$ cat config.mk
export PLATFORM = sky130hd
export DESIGN_NAME = dtl_top
export DESIGN_NICKNAME = d
export VERILOG_FILES = /design/src/design/dtl_top.v
export VERILOG_INCLUDE_DIRS = /design/src /design/src/design
export SDC_FILE = /design/constraint.sdc
export NUM_CORES = 1
export LEC_CHECK = 0
export BUFFER_PORTS_ARGS = -buffer_cell sky130_fd_sc_hd__buf_2
export CAP_MARGIN = 20
export CORE_MARGIN = 1.5
export CORE_UTILIZATION = 50
export DETAILED_ROUTE_END_ITERATION = 16
export PLACE_DENSITY = 0.73
export RECOVER_POWER = 25
export SETUP_SLACK_MARGIN = 0.15
export SYNTH_ARGS = -nofsm -noshare
export SYNTH_HDL_FRONTEND = slang
export SYNTH_SLANG_ARGS = --single-unit
$ cat constraint.sdc
create_clock -name CLK -period 2.3 [get_ports CLK]
set_input_delay 0 -clock CLK [delete_from_list [all_inputs] [get_ports CLK]]
set_output_delay 0 -clock CLK [all_outputs]
set_load 0.05 [all_outputs]
$ cat src/design/dtl_defines.vh
`ifndef DTL_DEFINES_VH
`define DTL_DEFINES_VH

// ----------------------------------------------------------------
// Register byte offsets
// ----------------------------------------------------------------
`define DTL_ADDR_W 8
`define DTL_OFF_CTRL 8'h00
`define DTL_OFF_IRQ_EN 8'h04
`define DTL_OFF_IRQ_STAT 8'h08
`define DTL_OFF_THRESH 8'h0C
`define DTL_OFF_LEVEL 8'h10
`define DTL_OFF_MODE0 8'h14
`define DTL_OFF_MODE1 8'h18
`define DTL_OFF_MODE2 8'h1C
`define DTL_OFF_CNT0 8'h20
`define DTL_OFF_CNT1 8'h24
`define DTL_OFF_CNT2 8'h28
`define DTL_OFF_STATUS 8'h2C

// ----------------------------------------------------------------
// Field positions and reset values
// ----------------------------------------------------------------
`define DTL_CTRL_CARD_EN 0
`define DTL_CTRL_EXT_TRIG 1
`define DTL_CTRL_C1_INT_CLK 2
`define DTL_CTRL_RST 3'h0
`define DTL_MODE_FALL 2
`define DTL_MODE_RST 3'h0
`define DTL_IRQ_FIFO 0
`define DTL_IRQ_EXT 1
`define DTL_IRQ_C2 2
`define DTL_THRESH_RST 10'h000

// ----------------------------------------------------------------
// Counter modes
// ----------------------------------------------------------------
`define DTL_M_EVENT 2'h0
`define DTL_M_EDGE 2'h1
`define DTL_M_RATE 2'h2
`define DTL_M_SQUARE 2'h3

// ----------------------------------------------------------------
// Bus responses
// ----------------------------------------------------------------
`define DTL_RESP_OKAY 2'h0
`define DTL_RESP_SLVERR 2'h2
`define DTL_RESP_DECERR 2'h3

// ----------------------------------------------------------------
// Timing
// ----------------------------------------------------------------
`define DTL_CLK_HZ 100000000
`define DTL_CLK_NS 10
`define DTL_TB_HZ 1000000
`define DTL_TB_DIV (`DTL_CLK_HZ / `DTL_TB_HZ)
`define DTL_CONV_LIMIT_NS 10000
`define DTL_CONV_LIMIT_CYC (`DTL_CONV_LIMIT_NS / `DTL_CLK_NS)
`define DTL_SYNC_LAT 3

`endif

$ cat src/design/dtl_top.v
`default_nettype none
`include "dtl_defines.vh"

// ----------------------------------------------------------------
// One 16-bit counter/timer
// ----------------------------------------------------------------
module dtl_counter (
   // Clock and reset
   input wire clk,
   input wire arst_n,
   // Counter clock events and gate
   input wire tick_rise,
   input wire tick_fall,
   input wire gate,
   // Programming
   input wire [2:0] mode,
   input wire load,
   input wire [15:0] load_val,
   // State
   output reg [15:0] count_reg,
   output reg out_reg
);
   reg [15:0] reload_reg;
   reg gate_q_reg;
   reg run_reg;
   wire [1:0] kind = mode[1:0];
   wire periodic = (kind == `DTL_M_RATE) || (kind == `DTL_M_SQUARE);
   // Periodic waveforms always step on the rising clock edge
   wire cnt_tick = (mode[`DTL_MODE_FALL] && !periodic) ? tick_fall :
                   tick_rise;
   wire [15:0] dec = count_reg - 16'h0001;

   // Gate sampled at counter clock rise; output changes at the counting edge or on load
   always @(posedge clk or negedge arst_n) begin
      if (!arst_n) begin
         count_reg <= 16'h0000;
         reload_reg <= 16'h0000;
         gate_q_reg <= 1'b0;
         run_reg <= 1'b0;
         out_reg <= 1'b0;
      end else begin
         if (tick_rise) begin
            gate_q_reg <= gate;
         end
         if (load) begin
            reload_reg <= load_val;
            count_reg <= load_val;
            run_reg <= 1'b0;
            out_reg <= periodic;
         end else begin
            // Edge-gated start on a low-to-high gate sample
            if (tick_rise && kind == `DTL_M_EDGE && gate && !gate_q_reg) begin
               run_reg <= 1'b1;
            end
            if (cnt_tick) begin
               case (kind)
                  `DTL_M_EVENT: begin
                     if (gate_q_reg) begin
                        count_reg <= dec;
                     end
                  end
                  `DTL_M_EDGE: begin
                     if (run_reg) begin
                        count_reg <= dec;
                        if (count_reg == 16'h0001) begin
                           out_reg <= 1'b1;
                        end
                     end
                  end
                  `DTL_M_RATE: begin
                     // Low for one period then reload: rising edge per cycle
                     if (gate_q_reg) begin
                        if (count_reg == 16'h0001) begin
                           count_reg <= reload_reg;
                           out_reg <= 1'b0;
                        end else begin
                           count_reg <= dec;
                           out_reg <= 1'b1;
                        end
                     end
                  end
                  default: begin
                     if (gate_q_reg) begin
                        if (count_reg == 16'h0001) begin
                           count_reg <= reload_reg;
                           out_reg <= ~out_reg;
                        end else begin
                           count_reg <= dec;
                        end
                     end
                  end
               endcase
            end
         end
      end
   end
endmodule // dtl_counter

// Behaviour
// - rising external trigger starts one conversion
// - sample written within 10 us of trigger
// - external trigger pin is input only
// - counter 0 paces sampling, trigger selectable instead
// - counter 0 on 1 MHz; counter 1 optional
// - counters 1,2 gate/clock/out pins; counter 0 gate/out
// - event count on chosen edge, readable anytime
// - event counting pauses while gate low
// - level-gated countdown only while gate high
// - edge-gated counting starts after gate rise
// - frequency mode counts falling edges under gate
// - counters generate pulse or square waveforms
// - gate sampled at clock rise, output updated at counting edge
// - host reads card info, then enables card
// - card enable gates register decode and strobes
// - data driven only on host reads
// - enabled pending causes merge onto interrupt line
// - FIFO threshold reached raises a cause
// - low external request raises a cause
// - counter 2 output rise raises a cause
// - each cause separately enabled and cleared
// - sample timer output rise starts conversion
// - sample timer pulses and reloads at a count of one
// - three independent 16-bit counters
module dtl_top (
   // Clock and reset
   input wire CLK,
   input wire ARST_N,
   // AXI4-Lite write address and data
   input wire [7:0] S_AXI_AWADDR,
   input wire S_AXI_AWVALID,
   output wire S_AXI_AWREADY,
   input wire [31:0] S_AXI_WDATA,
   input wire [3:0] S_AXI_WSTRB,
   input wire S_AXI_WVALID,
   output wire S_AXI_WREADY,
   // AXI4-Lite write response
   output reg [1:0] S_AXI_BRESP,
   output reg S_AXI_BVALID,
   input wire S_AXI_BREADY,
   // AXI4-Lite read
   input wire [7:0] S_AXI_ARADDR,
   input wire S_AXI_ARVALID,
   output wire S_AXI_ARREADY,
   output reg [31:0] S_AXI_RDATA,
   output reg [1:0] S_AXI_RRESP,
   output reg S_AXI_RVALID,
   input wire S_AXI_RREADY,
   // Connector timing pins
   input wire EXTERNAL_CONVERT_TRIGGER_N,
   input wire EXTERNAL_INTERRUPT_REQUEST_N,
   input wire GATE0,
   input wire GATE1,
   input wire GATE2,
   input wire CLK1_IN,
   input wire CLK2_IN,
   output wire SAMPLE_TIMER_OUTPUT,
   output wire OUT1,
   output wire OUT2,
   // Converter and sample FIFO
   output reg CONV_START,
   input wire ADC_DONE,
   input wire [11:0] ADC_DATA,
   output reg FIFO_WR,
   output reg [15:0] FIFO_DATA,
   input wire [9:0] FIFO_LEVEL,
   // Host interrupt
   output wire IREQ_N
);
   // ----------------------------------------------------------------
   // Input synchronisers
   // ----------------------------------------------------------------
   // Trigger and request pins idle high: no false edge or cause after reset
   localparam [6:0] SYNC_RST = 7'h03;
   localparam [31:0] CONV_FULL = `DTL_CONV_LIMIT_CYC - `DTL_SYNC_LAT - 1;
   localparam [31:0] TB_FULL = `DTL_TB_DIV - 1;
   // Cut to counter width on purpose
   localparam [9:0] CONV_END = CONV_FULL[9:0];
   localparam [6:0] TB_END = TB_FULL[6:0];
   localparam S_IDLE = 2'b01;
   localparam S_CONV = 2'b10;

   reg [6:0] sync1_reg;
   reg [6:0] sync2_reg;
   reg [6:0] prev_reg;
   // Bit order: trig, request, gate0..2, clk1, clk2
   wire [6:0] pins = {CLK2_IN, CLK1_IN, GATE2, GATE1, GATE0,
                      EXTERNAL_INTERRUPT_REQUEST_N,
                      EXTERNAL_CONVERT_TRIGGER_N};

   // Two flops before any edge or level use
   always @(posedge CLK or negedge ARST_N) begin
      if (!ARST_N) begin
         sync1_reg <= SYNC_RST;
         sync2_reg <= SYNC_RST;
         prev_reg <= SYNC_RST;
      end else begin
         sync1_reg <= pins;
         sync2_reg <= sync1_reg;
         prev_reg <= sync2_reg;
      end
   end
   wire [6:0] rise = sync2_reg & ~prev_reg;
   wire [6:0] fall = ~sync2_reg & prev_reg;

   // ----------------------------------------------------------------
   // 1 MHz timebase
   // ----------------------------------------------------------------
   reg [6:0] tb_cnt_reg;
   wire tb_tick = (tb_cnt_reg == TB_END);

   // Divider, never driven out to the connector
   always @(posedge CLK or negedge ARST_N) begin
      if (!ARST_N) begin
         tb_cnt_reg <= 7'h00;
      end else if (tb_tick) begin
         tb_cnt_reg <= 7'h00;
      end else begin
         tb_cnt_reg <= tb_cnt_reg + 7'h01;
      end
   end

   // ----------------------------------------------------------------
   // Registers and bus slave
   // ----------------------------------------------------------------
   reg [2:0] ctrl_reg;
   reg [2:0] irq_en_reg;
   reg [2:0] irq_stat_reg;
   reg [9:0] thresh_reg;
   reg [2:0] mode0_reg;
   reg [2:0] mode1_reg;
   reg [2:0] mode2_reg;
   reg late_reg;
   reg aw_hold_reg;
   reg w_hold_reg;
   reg [7:0] awaddr_reg;
   reg [31:0] wdata_reg;
   reg [3:0] wstrb_reg;
   reg [31:0] rd_data;
   reg [1:0] rd_resp;
   wire [15:0] cnt0;
   wire [15:0] cnt1;
   wire [15:0] cnt2;
   wire sample_timer_output;
   wire out1;
   wire out2;
   wire busy;

   assign S_AXI_AWREADY = !aw_hold_reg;
   assign S_AXI_WREADY = !w_hold_reg;
   assign S_AXI_ARREADY = !S_AXI_RVALID;

   function [31:0] merge;
      input [31:0] old;
      input [31:0] d;
      input [3:0] s;
      begin
         merge = (old & ~{{8{s[3]}}, {8{s[2]}}, {8{s[1]}}, {8{s[0]}}}) |
                 (d & {{8{s[3]}}, {8{s[2]}}, {8{s[1]}}, {8{s[0]}}});
      end
   endfunction

   function mapped;
      input [7:0] a;
      begin
         mapped = (a[1:0] == 2'b00) && (a <= `DTL_OFF_STATUS);
      end
   endfunction

   wire card_en = ctrl_reg[`DTL_CTRL_CARD_EN];
   // Disabled card answers only its configuration register
   wire wr_fire = aw_hold_reg && w_hold_reg && !S_AXI_BVALID;
   wire wr_ok = mapped(awaddr_reg) &&
                (card_en || awaddr_reg == `DTL_OFF_CTRL);
   wire wr_en = wr_fire && wr_ok;
   wire [31:0] wm = merge(32'h00000000, wdata_reg, wstrb_reg);
   wire ld0 = wr_en && awaddr_reg == `DTL_OFF_CNT0;
   wire ld1 = wr_en && awaddr_reg == `DTL_OFF_CNT1;
   wire ld2 = wr_en && awaddr_reg == `DTL_OFF_CNT2;
   wire [31:0] ld0_val = merge({16'h0000, cnt0}, wdata_reg, wstrb_reg);
   wire [31:0] ld1_val = merge({16'h0000, cnt1}, wdata_reg, wstrb_reg);
   wire [31:0] ld2_val = merge({16'h0000, cnt2}, wdata_reg, wstrb_reg);
   wire [31:0] ctrl_m = merge({29'h0, ctrl_reg}, wdata_reg, wstrb_reg);
   wire [31:0] ien_m = merge({29'h0, irq_en_reg}, wdata_reg, wstrb_reg);
   wire [31:0] thr_m = merge({22'h0, thresh_reg}, wdata_reg, wstrb_reg);

   // Write channel: address and data captured in either order
   always @(posedge CLK or negedge ARST_N) begin
      if (!ARST_N) begin
         aw_hold_reg <= 1'b0;
         w_hold_reg <= 1'b0;
         awaddr_reg <= 8'h00;
         wdata_reg <= 32'h00000000;
         wstrb_reg <= 4'h0;
         S_AXI_BVALID <= 1'b0;
         S_AXI_BRESP <= `DTL_RESP_OKAY;
         ctrl_reg <= `DTL_CTRL_RST;
         irq_en_reg <= 3'h0;
         thresh_reg <= `DTL_THRESH_RST;
         mode0_reg <= `DTL_MODE_RST;
         mode1_reg <= `DTL_MODE_RST;
         mode2_reg <= `DTL_MODE_RST;
      end else begin
         if (S_AXI_AWVALID && !aw_hold_reg) begin
            aw_hold_reg <= 1'b1;
            awaddr_reg <= S_AXI_AWADDR;
         end
         if (S_AXI_WVALID && !w_hold_reg) begin
            w_hold_reg <= 1'b1;
            wdata_reg <= S_AXI_WDATA;
            wstrb_reg <= S_AXI_WSTRB;
         end
         if (wr_fire) begin
            aw_hold_reg <= 1'b0;
            w_hold_reg <= 1'b0;
            S_AXI_BVALID <= 1'b1;
            if (!mapped(awaddr_reg)) begin
               S_AXI_BRESP <= `DTL_RESP_DECERR;
            end else if (!wr_ok) begin
               S_AXI_BRESP <= `DTL_RESP_SLVERR;
            end else begin
               S_AXI_BRESP <= `DTL_RESP_OKAY;
            end
         end else if (S_AXI_BREADY) begin
            S_AXI_BVALID <= 1'b0;
         end
         if (wr_en) begin
            case (awaddr_reg)
               `DTL_OFF_CTRL: ctrl_reg <= ctrl_m[2:0];
               `DTL_OFF_IRQ_EN: irq_en_reg <= ien_m[2:0];
               `DTL_OFF_THRESH: thresh_reg <= thr_m[9:0];
               `DTL_OFF_MODE0: mode0_reg <= wm[2:0];
               `DTL_OFF_MODE1: mode1_reg <= wm[2:0];
               `DTL_OFF_MODE2: mode2_reg <= wm[2:0];
               default: ;
            endcase
         end
      end
   end

   // Read decode; data appears only with a read answer
   always @* begin
      rd_data = 32'h00000000;
      rd_resp = `DTL_RESP_OKAY;
      if (!mapped(S_AXI_ARADDR)) begin
         rd_resp = `DTL_RESP_DECERR;
      end else if (!card_en && S_AXI_ARADDR != `DTL_OFF_CTRL) begin
         rd_resp = `DTL_RESP_SLVERR;
      end else begin
         case (S_AXI_ARADDR)
            `DTL_OFF_CTRL: rd_data = {29'h0, ctrl_reg};
            `DTL_OFF_IRQ_EN: rd_data = {29'h0, irq_en_reg};
            `DTL_OFF_IRQ_STAT: rd_data = {29'h0, irq_stat_reg};
            `DTL_OFF_THRESH: rd_data = {22'h0, thresh_reg};
            `DTL_OFF_LEVEL: rd_data = {22'h0, FIFO_LEVEL};
            `DTL_OFF_MODE0: rd_data = {29'h0, mode0_reg};
            `DTL_OFF_MODE1: rd_data = {29'h0, mode1_reg};
            `DTL_OFF_MODE2: rd_data = {29'h0, mode2_reg};
            `DTL_OFF_CNT0: rd_data = {16'h0, cnt0};
            `DTL_OFF_CNT1: rd_data = {16'h0, cnt1};
            `DTL_OFF_CNT2: rd_data = {16'h0, cnt2};
            default: rd_data = {26'h0, out2, out1, sample_timer_output,
                                ~sync2_reg[1], late_reg, busy};
         endcase
      end
   end

   // Read channel, answer one cycle after the address is taken
   always @(posedge CLK or negedge ARST_N) begin
      if (!ARST_N) begin
         S_AXI_RVALID <= 1'b0;
         S_AXI_RDATA <= 32'h00000000;
         S_AXI_RRESP <= `DTL_RESP_OKAY;
      end else if (S_AXI_ARVALID && !S_AXI_RVALID) begin
         S_AXI_RVALID <= 1'b1;
         S_AXI_RDATA <= rd_data;
         S_AXI_RRESP <= rd_resp;
      end else if (S_AXI_RREADY) begin
         S_AXI_RVALID <= 1'b0;
      end
   end

   // ----------------------------------------------------------------
   // Counter/timers
   // ----------------------------------------------------------------
   wire c1_int = ctrl_reg[`DTL_CTRL_C1_INT_CLK];

   // Counter 0 has no clock pin: timebase only
   dtl_counter u_cnt0 (
      .clk(CLK),
      .arst_n(ARST_N),
      .tick_rise(tb_tick),
      .tick_fall(tb_tick),
      .gate(sync2_reg[2]),
      .mode(mode0_reg),
      .load(ld0),
      .load_val(ld0_val[15:0]),
      .count_reg(cnt0),
      .out_reg(sample_timer_output)
   );

   dtl_counter u_cnt1 (
      .clk(CLK),
      .arst_n(ARST_N),
      .tick_rise(c1_int ? tb_tick : rise[5]),
      .tick_fall(c1_int ? tb_tick : fall[5]),
      .gate(sync2_reg[3]),
      .mode(mode1_reg),
      .load(ld1),
      .load_val(ld1_val[15:0]),
      .count_reg(cnt1),
      .out_reg(out1)
   );

   dtl_counter u_cnt2 (
      .clk(CLK),
      .arst_n(ARST_N),
      .tick_rise(rise[6]),
      .tick_fall(fall[6]),
      .gate(sync2_reg[4]),
      .mode(mode2_reg),
      .load(ld2),
      .load_val(ld2_val[15:0]),
      .count_reg(cnt2),
      .out_reg(out2)
   );

   assign SAMPLE_TIMER_OUTPUT = sample_timer_output;
   assign OUT1 = out1;
   assign OUT2 = out2;

   // ----------------------------------------------------------------
   // Conversion sequencer
   // ----------------------------------------------------------------
   reg sample_timer_output_prev_reg;
   reg out2_prev_reg;
   reg [1:0] state_reg;
   reg [9:0] wait_reg;
   wire ext_sel = ctrl_reg[`DTL_CTRL_EXT_TRIG];
   // Trigger arriving while a conversion is busy is dropped
   wire start = ext_sel ? rise[0] :
                (sample_timer_output & ~sample_timer_output_prev_reg);
   assign busy = state_reg[1];

   // Deadline forces the sample in even if the converter is slow
   always @(posedge CLK or negedge ARST_N) begin
      if (!ARST_N) begin
         state_reg <= S_IDLE;
         wait_reg <= 10'h000;
         CONV_START <= 1'b0;
         FIFO_WR <= 1'b0;
         FIFO_DATA <= 16'h0000;
         late_reg <= 1'b0;
         sample_timer_output_prev_reg <= 1'b0;
         out2_prev_reg <= 1'b0;
      end else begin
         sample_timer_output_prev_reg <= sample_timer_output;
         out2_prev_reg <= out2;
         CONV_START <= 1'b0;
         FIFO_WR <= 1'b0;
         if (wr_en && awaddr_reg == `DTL_OFF_STATUS && wm[1]) begin
            late_reg <= 1'b0;
         end
         case (state_reg)
            S_IDLE: begin
               if (start) begin
                  CONV_START <= 1'b1;
                  wait_reg <= 10'h000;
                  state_reg <= S_CONV;
               end
            end
            S_CONV: begin
               wait_reg <= wait_reg + 10'h001;
               if (ADC_DONE || wait_reg == CONV_END) begin
                  FIFO_WR <= 1'b1;
                  FIFO_DATA <= {{4{ADC_DATA[11]}}, ADC_DATA};
                  state_reg <= S_IDLE;
                  if (!ADC_DONE) begin
                     late_reg <= 1'b1;
                  end
               end
            end
            default: state_reg <= S_IDLE;
         endcase
      end
   end

   // ----------------------------------------------------------------
   // Interrupt causes
   // ----------------------------------------------------------------
   wire [2:0] irq_set;
   wire [2:0] irq_clr = (wr_en && awaddr_reg == `DTL_OFF_IRQ_STAT) ?
                        wm[2:0] : 3'h0;
   assign irq_set[`DTL_IRQ_FIFO] = (thresh_reg != 10'h000) &&
                                   (FIFO_LEVEL >= thresh_reg);
   assign irq_set[`DTL_IRQ_EXT] = ~sync2_reg[1];
   assign irq_set[`DTL_IRQ_C2] = out2 & ~out2_prev_reg;

   // Sticky; a new event beats a simultaneous clear
   always @(posedge CLK or negedge ARST_N) begin
      if (!ARST_N) begin
         irq_stat_reg <= 3'h0;
      end else begin
         irq_stat_reg <= (irq_stat_reg & ~irq_clr) | irq_set;
      end
   end

   assign IREQ_N = ~|(irq_stat_reg & irq_en_reg);
endmodule // dtl_top

`default_nettype wire

# ---- Yosys cells after proc, flatten, opt, wreduce, memory -nomap -nowiden
# Index checks and enable logic that the tools add are counted.
dict set report classes {
  n_lt_le_gt_ge 3
  muxes 89
  n_eq_ne 53
  n_reduce_logical 86
  bitwise 30
  n_addsub 5
}
# operator n
set op_table {}
lappend op_table {{16-bit two-way mux} 20}
lappend op_table {{16-bit case mux with 11 select lines} 1}
lappend op_table {{16-bit case mux with 2 select lines} 3}
lappend op_table {{16-bit AND} 4}
lappend op_table {{8-bit by 5-bit == test with 1-bit output, second input constant} 7}
lappend op_table {{8-bit by 6-bit == test with 1-bit output, second input constant} 7}
lappend op_table {{1-bit two-way mux} 51}
lappend op_table {{16-bit by 1-bit == test with 1-bit output, second input constant} 3}
lappend op_table {{16-bit bitwise OR} 3}
lappend op_table {{16-bit by 1-bit subtractor with 16-bit output, second input constant} 3}
lappend op_table {{8-bit by 4-bit == test with 1-bit output, second input constant} 4}
lappend op_table {{1-bit logical AND} 28}
lappend op_table {{3-bit by 2-bit != test with 1-bit output, second input constant} 9}
lappend op_table {{2-bit nonzero test} 11}
lappend op_table {{7-bit AND reduction} 3}
lappend op_table {{10-bit case mux with 2 select lines} 1}
lappend op_table {{2-bit AND reduction} 9}
lappend op_table {{3-bit nonzero test} 6}
lappend op_table {{8-bit by 3-bit == test with 1-bit output, second input constant} 2}
lappend op_table {{8-bit by 6-bit <= comparator with 1-bit output, second input constant} 2}
lappend op_table {{8-bit logical NOT} 2}
lappend op_table {{16-bit inverter} 1}
lappend op_table {{7-bit AND} 2}
lappend op_table {{2-bit == test, second input constant} 7}
lappend op_table {{29 further kinds} 77}
dict set report word_totals {
  inputBits 89
  out_inout_bits 63
  register_bits 256
}

# ---- Longest topological paths before layout
# Gate-level depths: netlist (run 1).
dict set report logic_depth {
  word_depth 10
  mapped_depth 10
}

# ---- Modules after synthesis
# Synthesis (run 1) repeated with hierarchy kept, for this count alone.
dict set report unflattened {
  hier_cells 1376
  hier_area_um2 12974.9
}
# mod n_inst cells_each seq_area_each_um2 area_each_um2
set by_module_without_submodules {}
lappend by_module_without_submodules {dtl_top 1 701 3285.7 6905.4}
lappend by_module_without_submodules {dtl_counter 3 225 875.8 2023.2}

# ---- Least setup slack after synthesis (run 1)
# Ideal clock, no wire load.
dict set report synth_path {
  kind {reg2reg}
  from {register mode2_reg[1]}
  to {register u_cnt2.count_reg[8]}
  path_buffers 2
  stages_incl_launch_ff 10
  arrival_ns 2.122
  setup_ns 0.123
  synth_period_minus_slack_ns 2.244
  slack_ns 0.056
  path_cell_list {dfrtp_1 -> inv_1 -> ha_1 -> clkbuf_1 -> nor2b_1 -> or3_1 -> nor2_1 -> clkbuf_1 -> o21ai_0 -> o221a_2}
}
dict set report synth_via {
  elab_chain_cells 7
  elab_cells_between_ends 16
  classes_between {eq/ne: 5; mux: 4; reduce/logical: 7}
}
# item line_no
set synth_lines {}
lappend synth_lines {{from (decl)} dtl_top.v:231} ;# reg [2:0] mode2_reg;
lappend synth_lines {{from (signal assigned)} dtl_top.v:301} ;# mode2_reg <= `DTL_MODE_RST;
lappend synth_lines {{from (signal assigned)} dtl_top.v:333} ;# `DTL_OFF_MODE2: mode2_reg <= wm[2:0];
lappend synth_lines {{2-bit == test (on tied branches)} --}
lappend synth_lines {{1-bit logical OR} dtl_top.v:27} ;# wire periodic = (kind == `DTL_M_RATE) || (kind == `DTL_M_SQUARE);
lappend synth_lines {{1-bit logical NOT} dtl_top.v:29} ;# wire cnt_tick = (mode[`DTL_MODE_FALL] && !periodic) ? tick_fall :
lappend synth_lines {{1-bit logical AND} dtl_top.v:29}
lappend synth_lines {{1-bit two-way mux} dtl_top.v:29}
lappend synth_lines {{2-bit nonzero test (no source line)} --}
lappend synth_lines {{4-bit AND reduction (no source line)} --}
lappend synth_lines {{to (signal assigned)} dtl_top.v:47} ;# count_reg <= load_val;
lappend synth_lines {{to (signal assigned)} dtl_top.v:74} ;# count_reg <= reload_reg;
lappend synth_lines {{to (signal assigned)} dtl_top.v:85} ;# count_reg <= reload_reg;
lappend synth_lines {{to (decl)} dtl_top.v:20} ;# output reg [15:0] count_reg,
# Several ways; a longest one is shown, not always the timed one. The select of a mux whose other input is x is not followed.
# A chain may end at the register's enable or synchronous reset.

# ---- Worst setup path after layout (run 1)
dict set report layout_path {
  from {register u_cnt0.count_reg[0]}
  to {register u_cnt0.count_reg[0]}
}
dict set report layout_via {
  elab_chain_cells 6
  elab_cells_between_ends 11
  classes_between {add/sub: 1; eq/ne: 1; mux: 7; bitwise: 2}
}
# item line_no
set layout_lines {}
lappend layout_lines {{from (decl)} dtl_top.v:20}
lappend layout_lines {{from (signal assigned)} dtl_top.v:47}
lappend layout_lines {{from (signal assigned)} dtl_top.v:74}
lappend layout_lines {{from (signal assigned)} dtl_top.v:85}
lappend layout_lines {{16-bit by 1-bit subtractor with 16-bit output or 16-bit by 1-bit == test with 1-bit output (tied branches)} {dtl_top.v:31, dtl_top.v:73, dtl_top.v:84}}
lappend layout_lines {{16-bit two-way mux} {dtl_top.v:73, dtl_top.v:84}}
lappend layout_lines {{16-bit two-way mux} dtl_top.v:72} ;# if (gate_q_reg) begin
lappend layout_lines {{16-bit case mux with 2 select lines} dtl_top.v:56} ;# case (kind)
lappend layout_lines {{16-bit two-way mux} dtl_top.v:55} ;# if (cnt_tick) begin
lappend layout_lines {{16-bit two-way mux *} dtl_top.v:45} ;# if (load) begin
# Mark *: on every way between the ends. The rest lies on a longest branch, timed or not. The select of a mux whose other input is x is not followed.

==> results.toml, run 1 <==
[drt]
drt_first_pass_iters = 8
antenna_left = 0
met1_length_mm = 16.1
drtIter0Drc = 1153
via_per_inst = 5.94
wl_per_cell_um = 19.8
wl_met3_mm = 2.98
drt-total-wl_mm = 38.3
top_layer = "met4"
drc_errors = 0
via_count = 11500
met2_length_mm = 17.9

[timing]
rsz0062_at_grt = "yes"
worst_pin_slew_ps = 1830
final_max_slew_viol_count = 65
fmax_mhz = 455
hold_violations = 0
clock_skew_ps = 26.6
period_minus_slack_ps = 2200
slew-limit-headroom = -0.218
post-route-period-util = 0.955
whs_ps = 60.7
setup_viol = 0

[clock_network]
clock_sinks = 236
clkLatencyLatePin_ps = 560
cts_buffers = 27
cts_tree = "done"
cts-htree-levels = 1
clock_path_buffers = 3
clk_pin_slew_ps = 60
cts-root-buf = "clkbuf_16"

[placement]
dp_hpwl_mm = 26.8
dpl_cell_area_sq_mm = 0.0144
place_congestion = 0.951
portBuffers = 117

[floorplan]
die_area_sq_mm = 0.0266
boundaryPins = 152
core_sq_mm = 0.0252
die_w_um = 163
rows = 58
die_h_um = 163
start_util = 0.509

[setup_path]
critical_path.cell_chain = "ha_1 > nand3b_1 > buf_4 > or4_4 > o211a_1 > a211oi_2 > a31oi_1"
crit_end = "u_cnt0.count_reg[0]$_DFFE_PN0P_"
r2r_slack_ps = 100
r2r_cells = 7
cp-start-kind = "flip-flop"
end_kind = "flip-flop"
crit_type = "flip-flop to flip-flop"
reg2reg_to = "u_cnt0.count_reg[0]$_DFFE_PN0P_"
critPathSlowestCell = "or4_4"
cpPeakStageDelay_ps = 550
setup.worst_path.start = "u_cnt0.count_reg[0]$_DFFE_PN0P_"
crit_arrival_ps = 2620
cp_max_fo = 6
r2r-start = "u_cnt0.count_reg[0]$_DFFE_PN0P_"
crit_required_ps = 2720

[min_path]
min-delay-start = "S_AXI_ARADDR[7]"
min_path_type = "input pin to flip-flop"

[global_route]
globalRouteOverflowTotal = 0
grt_use_total = 0.286
antenna_found_initial = 1
grt_pass1_wl_mm = 59.3
grt_pass1_vias = 11000
grt_max_degree = 67

[final_layout]
drive_above_1_share = 0.301
final_cell_mix = "226 x dfrtp_1, 149 x nand2_1, 126 x buf_4"
seq_area_sq_mm = 0.00592
multi_input_area_sq_mm = 0.00673
final_nets = 1706
final_cell_area_sq_mm = 0.0165
area_growth_pct = 29.0
final_common_cell = "dfrtp_1"
fillers = 1928

[logic_synthesis]
syn_inst = 1313
ys_seq_elements = 236
yosys.area.top_type = "dfrtp_1"
ys_top_cells_by_area = "dfrtp_1 45%, o21ai_0 5.3%, mux2_2 5.0%"
avgSynthCellArea_sq_um = 9.75
syn_area_sq_mm = 0.0128
synth_cell_types = 83
synth_top_cell_area_share = 0.449
synth_edf_count = 0
synth_ff_type = "dfrtp_1"
async_flop_share = 1.00
yosysWarnings = 0
yosysSeqAreaShare = 0.462

[power_and_ir_drop]
pwr_density_cell_mw_per_mm2 = 858
p_leak_nw = 7.50
peakVddDrop_mv = 0.984

[run_status]
violations = "max-capacitance violations, max-slew violations"
status = "finished, violations left"

[run]
drv_cap = 1
-- metal layers --
| layer | vias up | GRT usage |
|---|---|---|
| li1 | 5246 | - |
| met1 | 5642 | 0.394 |
| met2 | 521 | 0.456 |
| met3 | 88 | 0.0462 |
| met4 | 0 | 0.106 |
| met5 | - | 0 |
-- synthesized netlist by cell type, drive strengths merged (4+ instances only) --
cell type  count
and3           9
or2            4
inv           46
o22ai         20
clkbuf        56
a221oi         9
xnor2         21
mux2          57
o221a         20
mux2i         57
dfrtp        230
or3            8
a211oi        10
nand3b         6
and4           4
ha            31
xor2          17
o21a           9
o21ai        143
a221o          5
nor4b          9
o31a           4
nand4         12
nand3         34
a222oi         4
o31ai          6
nor2b         12
nand2b        15
nor2          90
nor3          19
nor4          18
a22oi          5
a22o           7
a31oi         10
a21oi         54
nand2        155
a21o           9
dfstp          6
and2           9
buf           34
-- repair_timing --
action                     CTS  global route
hold buffers                59             0
cloned                       2             0
setup buffers               11             7
pin swaps                    7            16
setup endpoints to repair   51            61
gates resized for setup     32            86
hold endpoints to repair   289             0
-- report_power, final --
group	switching (mW)	internal, mW
clock	1.81	2.61
sequential	1.07	4.70
combinational	2.14	1.83
total	5.02	9.14
-- cells by family after synthesis --
logic type	Yosys count	synth area share
mux	116	0.0982
fa+ha+maj	31	0.0303
buf+inv	136	0.0472
simple gates	421	0.170
other cells	1	0.000293
xor+xnor	38	0.0260
flops	236	0.462
compound gates	334	0.166
-- stage by stage --
stage | power, mW | cells | util | setup TNS, ps | setup slack, ps
final | 14.2 | 1937 | 0.656 | 0 | 104
after global placement | 9.20 | 1808 | 0.573 | -555 | -107
after detailed placement | 9.32 | 1808 | 0.573 | -1100 | -196
after CTS | 13.9 | 1929 | 0.642 | 0 | 113
after floorplan | 7.68 | 1328 | - | 0 | 156
after global routing | 14.7 | 1937 | 0.656 | 0 | 40.3
-- cell type report --
| type | instances | share of cell area |
|---|---|---|
| tap | 330 | 0.0250 |
| sequential | 236 | 0.358 |
| multi-input combinational | 956 | 0.408 |
| timing repair buffer | 319 | 0.143 |
| clock buffer | 36 | 0.0448 |
| inverter | 46 | 0.0105 |
| antenna | 1 | 0.000151 |
| clock inverter | 13 | 0.0104 |
-- worst max-delay path, delay by kind of cell (launching register included) --
kind                       cells  cell delay, ps
AOI/OAI and AO/OA              3             510
adders and majority gates      1             210
buffers and inverters          1             190
DFF                            1             450
and+or+nand+nor                2             690
-- how the worst min path moves through the flow --
| stage | end | slack (ps) | depth (start not counted) |
|---|---|---|---|
| final | S_AXI_RDATA[1]$_DFFE_PN0P_ | 60 | 5 |
| after global routing | sync1_reg[2]$_DFF_PN0_ | 70 | 2 |
| after CTS | u_cnt1.reload_reg[5]$_DFFE_PN0P_ | 10 | 2 |
| after detailed placement | wdata_reg[12]$_DFFE_PN0P_ | -3 | 1 |
| after global placement | wdata_reg[12]$_DFFE_PN0P_ | -7 | 1 |
| after floorplan | CONV_START$_DFF_PN0_ | -300 | 0 |
(Power assumes the default switching activity.)
==> run 2: changes to the inputs <==
--- a/config.mk
+++ b/config.mk
@@ -8,10 +8,10 @@
 export LEC_CHECK = 0
 export BUFFER_PORTS_ARGS = -buffer_cell sky130_fd_sc_hd__buf_2
 export CAP_MARGIN = 20
-export CORE_MARGIN = 1.5
+export CORE_MARGIN = 3
 export CORE_UTILIZATION = 50
 export DETAILED_ROUTE_END_ITERATION = 16
-export PLACE_DENSITY = 0.73
+export PLACE_DENSITY = 0.7
 export RECOVER_POWER = 25
 export SETUP_SLACK_MARGIN = 0.15
 export SYNTH_ARGS = -nofsm -noshare
==> constraint.sdc (replaced) <==
create_clock -name CLK -period 2.4 [get_ports CLK]
set_input_delay 0 -clock CLK [delete_from_list [all_inputs] [get_ports CLK]]
set_output_delay 0 -clock CLK [all_outputs]
set_load 0.05 [all_outputs]
==> results.toml, run 2 (synthesized netlist as in run 1, its figures left out) <==
[global_route]
antenna_found_initial = 1
grt_pass1_wl_mm = 60.3
grt_pass1_vias = 10900
globalRouteOverflowTotal = 0
grt_use_total = 0.270
grt_max_degree = 91

[drt]
drtIter0Drc = 1008
antenna_left = 0
via_count = 11100
drt-total-wl_mm = 38.2
drc_errors = 0
drt_first_pass_iters = 6
wl_per_cell_um = 20.3
via_per_inst = 5.90

[placement]
dpl_cell_area_sq_mm = 0.0142
portBuffers = 117
place_congestion = 0.958
dp_hpwl_mm = 27.0

[timing]
rsz0062_at_grt = "yes"
period_minus_slack_ps = 2180
clock_skew_ps = 18.2
setup_viol = 0
hold_violations = 0
slew-limit-headroom = 0.354
post-route-period-util = 0.908
final_max_slew_viol_count = 0
fmax_mhz = 459
tns_ps = 0
worst_pin_slew_ps = 969

[setup_path]
critPathSlowestCell = "dfrtp_1"
setup.worst_path.start = "awaddr_reg[6]$_DFFE_PN0P_"
crit_type = "flip-flop to flip-flop"
critical_path.cell_chain = "nor4_1 > nand2_1 > nor2_1 > nand3_1 > nor2_4 > mux2_2"
r2r_cells = 6
end_kind = "flip-flop"
cp_max_fo = 8
crit_required_ps = 2810
cp-start-kind = "flip-flop"
cpPeakStageDelay_ps = 460
r2r_slack_ps = 220
r2r-start = "awaddr_reg[6]$_DFFE_PN0P_"
crit_arrival_ps = 2590

[final_layout]
area_growth_pct = 23.7
n_antenna_cell = 0
final_common_cell = "dfrtp_1"
drive_above_1_share = 0.256
final_nets = 1664
final_cell_mix = "226 x dfrtp_1, 154 x nand2_1, 131 x o21ai_0"
utilization = 0.640
final_cell_area_sq_mm = 0.0158

[floorplan]
die_w_um = 166
die_area_sq_mm = 0.0276
rows = 57
boundaryPins = 152
core_sq_mm = 0.0247
start_util = 0.518
die_h_um = 166

[power_and_ir_drop]
pwr_density_cell_mw_per_mm2 = 828
power_mw = 13.1
p_leak_nw = 7.23
peakVddDrop_mv = 0.832

[clock_network]
cts_buffers = 26
cts-htree-levels = 1
clkLatencyLatePin_ps = 540
clock_path_buffers = 3
clock_sinks = 236
cts_tree = "done"
clk_pin_slew_ps = 60
cts-root-buf = "clkbuf_16"

[run]
drv_cap = 0

[min_path]
min_path_type = "input pin to flip-flop"

[run_status]
status = "completed"
==> run 2: changes by cell type in the layout (fill, tap and decap cells not counted), sizes merged <==
| cell | before | now |
|---|---|---|
| buf | 257 | 218 |
| clkbuf | 39 | 35 |
| clkinv | 4 | 9 |
| clkinvlp | 4 | 3 |
| diode | 1 | 0 |
| dlygate4sd3 | 59 | 58 |
| inv | 48 | 46 |
==> run 2: worst min-delay path by stage <==
stage,end,depth (start not counted),start
floorplan,CONV_START$_DFF_PN0_,0,ARST_N
global placement,wdata_reg[11]$_DFFE_PN0P_,1,ARST_N
detailed placement,wdata_reg[14]$_DFFE_PN0P_,1,ARST_N
CTS,S_AXI_RDATA[8]$_DFFE_PN0P_,5,FIFO_LEVEL[8]
global route,S_AXI_RDATA[7]$_DFFE_PN0P_,4,FIFO_LEVEL[7]
finish,S_AXI_RDATA[8]$_DFFE_PN0P_,5,FIFO_LEVEL[8]
==> run 2: final cells by class <==
type	instances	area, sq um
tap	324	405
sequential	236	5920
fill	2001	8910
multi-input combinational	956	6460
timing repair buffer	278	1990
inverter	46	173
clock buffer	33	727
clock inverter	15	169
==> run 2: repair_timing <==
| action | in CTS | in global routing |
|---|---|---|
| buffers inserted | 0 | 5 |
| pin swaps | 1 | 8 |
| hold endpoints to repair | 178 | 0 |
| hold buffers | 58 | 0 |
| setup endpoints to repair | 13 | 58 |
| gates resized for setup | 5 | 34 |
==> run 2: metrics by stage <==
step,setup slack [ps],instances,hold slack [ps]
finish,221,1888,38.8
global route,96.4,1888,58.9
CTS,149,1883,18.1
detailed placement,120,1777,74.0
global placement,146,1777,79.0
floorplan,156,1328,-296
==> run 2: report_power, final <==
group	internal, mW	switching, mW
sequential	4.50	1.17
clock	2.47	1.70
combinational	1.53	1.74
total	8.50	4.61
==> run 2: metal layers <==
layer,vias to the layer above,part of all wire,GRT usage
li1,5157,-,-
met3,94,0.073,0.0507
met5,-,0.00018,0
met1,5445,0.43,0.378
met4,2,0.042,0.0991
met2,434,0.45,0.421
==> run 2: critical path: cells and delay by family, from the launching register on <==
kind	cells	cell delay, ps
multiplexers	1	370
flip-flops	1	460
AND/OR/NAND/NOR	5	1220
==> run 3: changes to the inputs <==
--- a/config.mk
+++ b/config.mk
@@ -16,4 +16,5 @@
 export SETUP_SLACK_MARGIN = 0.15
 export SYNTH_ARGS = -nofsm -noshare
 export SYNTH_HDL_FRONTEND = slang
+export SYNTH_HIERARCHICAL = 1
 export SYNTH_SLANG_ARGS = --single-unit
==> results.toml, run 3 <==
[run_status]
status = "finished, violations left"
violations = "max-capacitance violations, max-slew violations"

[setup_path]
end_kind = "flip-flop"
r2r_cells = 8
crit_required_ps = 2820
r2r_slack_ps = 70
cp_max_fo = 5
cp-start-kind = "flip-flop"
reg2reg_to = "u_cnt0/count_reg[14]$_DFFE_PN0P_"
r2r-start = "u_cnt0/count_reg[0]$_DFFE_PN0P_"
setup.worst_path.start = "u_cnt0/count_reg[0]$_DFFE_PN0P_"
crit_type = "flip-flop to flip-flop"
crit_arrival_ps = 2750

[floorplan]
rows = 58
die_area_sq_mm = 0.0279
die_w_um = 167
boundaryPins = 152
die_h_um = 167
start_util = 0.512
core_sq_mm = 0.0253

[logic_synthesis]
synth-xor-area-share = 0.0209
synth.most_common_cell = "dfrtp_1"
yosys.area.top_type = "dfrtp_1"
synth_top_cell_area_share = 0.444
synth_compound_area_frac = 0.173
ys_top_cells_by_area = "dfrtp_1 44%, mux2_2 7.3%, o21ai_0 5.1%"
avgSynthCellArea_sq_um = 9.43
muxShareOfSynthArea = 0.0899
synth_fa_ha_area_frac = 0.0299
syn_area_sq_mm = 0.0130
yosysSeqAreaShare = 0.456
synth_top_family_by_area = "compound AO/OA/AOI/OAI gates"
syn_inst = 1376
ys_seq_elements = 236
yosysWarnings = 6
synth_cell_types = 71
async_flop_share = 1.00
synth_common_cells = "230 x dfrtp_1, 135 x nand2_1, 131 x o21ai_0"
synth_edf_count = 0
synth_ff_type = "dfrtp_1"
yosys.area_share.simple = 0.157

[placement]
portBuffers = 117
place_congestion = 0.954
place_ws_ps = -1.04
dp_hpwl_mm = 26.2
placedCellCount = 1854

[power_and_ir_drop]
sw_frac_of_total = 0.352
peakVddDrop_mv = 0.593
p_sw_mw = 4.53
pwr_density_cell_mw_per_mm2 = 778
pwr-share-comb = 0.298
p_leak_nw = 7.56
power.internal_mw = 8.36
clkPwrFrac = 0.307
seq_power_share = 0.395

[final_layout]
final_common_cell = "dfrtp_1"
final_cell_mix = "227 x dfrtp_1, 133 x nand2_1, 126 x o21ai_0"
area_growth_pct = 27.7
drive_above_1_share = 0.285
final_nets = 1762
n_antenna_cell = 0
fin_cells = 1990

[timing]
rsz0062_at_grt = "yes"
fin_ws_ps = 67.5
final_max_slew_viol_count = 67
period_minus_slack_ps = 2330
setup_viol = 0
fmax_mhz = 429
hold_violations = 0
post-route-period-util = 0.972
clock_skew_ps = 11.9
worst_pin_slew_ps = 1750
slew-limit-headroom = -0.166

[clock_network]
clkLatencyLatePin_ps = 540
cts-htree-levels = 1
cts_tree = "done"
cts_buffers = 27
clock_path_buffers = 3
cts-root-buf = "clkbuf_16"
clk_pin_slew_ps = 60
clock_sinks = 236

[min_path]
min-delay-start = "S_AXI_ARADDR[6]"
holdPathStages = 5
whs_endpoint = "S_AXI_RDATA[1]$_DFFE_PN0P_"
min_path_type = "input pin to flip-flop"

[drt]
drt-total-wl_mm = 38.3
antenna_left = 0
via_count = 11500
drtIter0Drc = 1099
wl_per_cell_um = 19.2
via_per_inst = 5.79
drc_errors = 0
drt_first_pass_iters = 6

[global_route]
globalRouteOverflowTotal = 0
grt_pass1_vias = 11100
grt_max_degree = 69
grt_use_total = 0.261
grt_pass1_wl_mm = 59.7
antenna_found_initial = 0

[run]
drv_cap = 1
run 3: cell types whose count changed after synthesis, sizes merged, moves of 12 or more:
cell and change:
inv +81, nor2 +12, mux2 +27, o211ai +24
nand2 -20, nand3 -15, o2bb2ai +12, o22ai -16
a31oi +24, mux2i -35, a21oi -16, o221a -20
run 3: final cells by class:
cell class              count  area, sq um
multi-input cells         936         6500
clock inverters             7         38.8
flip-flops and latches    236         5920
inverters                 130          497
clock buffers              40          805
fillers                  1995         8750
well taps                 330          413
repair buffers            311         2410
run 3: per-stage QoR:
stage	utilization	area, sq um	setup TNS [ps]	power, mW	hold slack [ps]
after floorplan	-	13100	0	7.17	-296
after global placement	0.575	14600	0	8.48	-7.63
after detailed placement	0.575	14600	-1.04	8.55	1.33
after CTS	0.638	16200	0	12.7	10.4
after global routing	0.654	16600	-55.6	13.5	68.4
final	0.654	16600	0	12.9	44.3
run 3: power by group through the flow:
stage / Combinational (mW) / Clock (mW) / Sequential, mW
2_1_floorplan: 2.01 / 0 / 5.16
3_3_place_gp: 3.40 / 0 / 5.09
3_5_place_dp: 3.46 / 0 / 5.09
4_1_cts: 3.66 / 4.01 / 5.03
5_1_grt: 4.17 / 4.18 / 5.16
6_report: 3.84 / 3.95 / 5.10
run 3: cell families after synthesis:
family,count (synthesis)
adders and majority gates,31
and+or+nand+nor,396
other,1
AOI/OAI and AO/OA,356
DFF,236
xor gates and xnor gates,31
muxes,106
buffers and inverters,219
run 3: worst max path at each step:
stage	to	slack (ps)	depth (start not counted)
after global placement	u_cnt0/count_reg[12]$_DFFE_PN0P_	30	8
after floorplan	u_cnt1/count_reg[14]$_DFFE_PN0P_	70	8
final	u_cnt0/count_reg[14]$_DFFE_PN0P_	70	8
after detailed placement	u_cnt0/count_reg[12]$_DFFE_PN0P_	-1	8
after global routing	u_cnt1/count_reg[10]$_DFFE_PN0P_	-10	8
after CTS	u_cnt0/count_reg[12]$_DFFE_PN0P_	40	8
run 3: timing repair:
item	4_1_cts	5_1_grt
hold buffers	66	0
endpoints found under the hold margin	298	0
setup endpoints to repair	31	63
cloned	0	3
gates resized for setup	15	69
pin swaps	3	18
buffers inserted	8	12
run 3: routing by layer:
metal	routed length (um)	track usage	share of wire
met4	1180	0.0825	0.031
met5	0	0	0
met2	18300	0.422	0.48
met3	2450	0.0366	0.064
met1	16400	0.366	0.43
run 3: worst max-delay path: stages (launching register included):
cell	delay, ps
dfrtp_1	390
inv_2	80
ha_4	130
or3b_4	380
or4_4	480
or4_4	470
nor2_2	100
o21ai_1	60
o2bb2ai_1	120
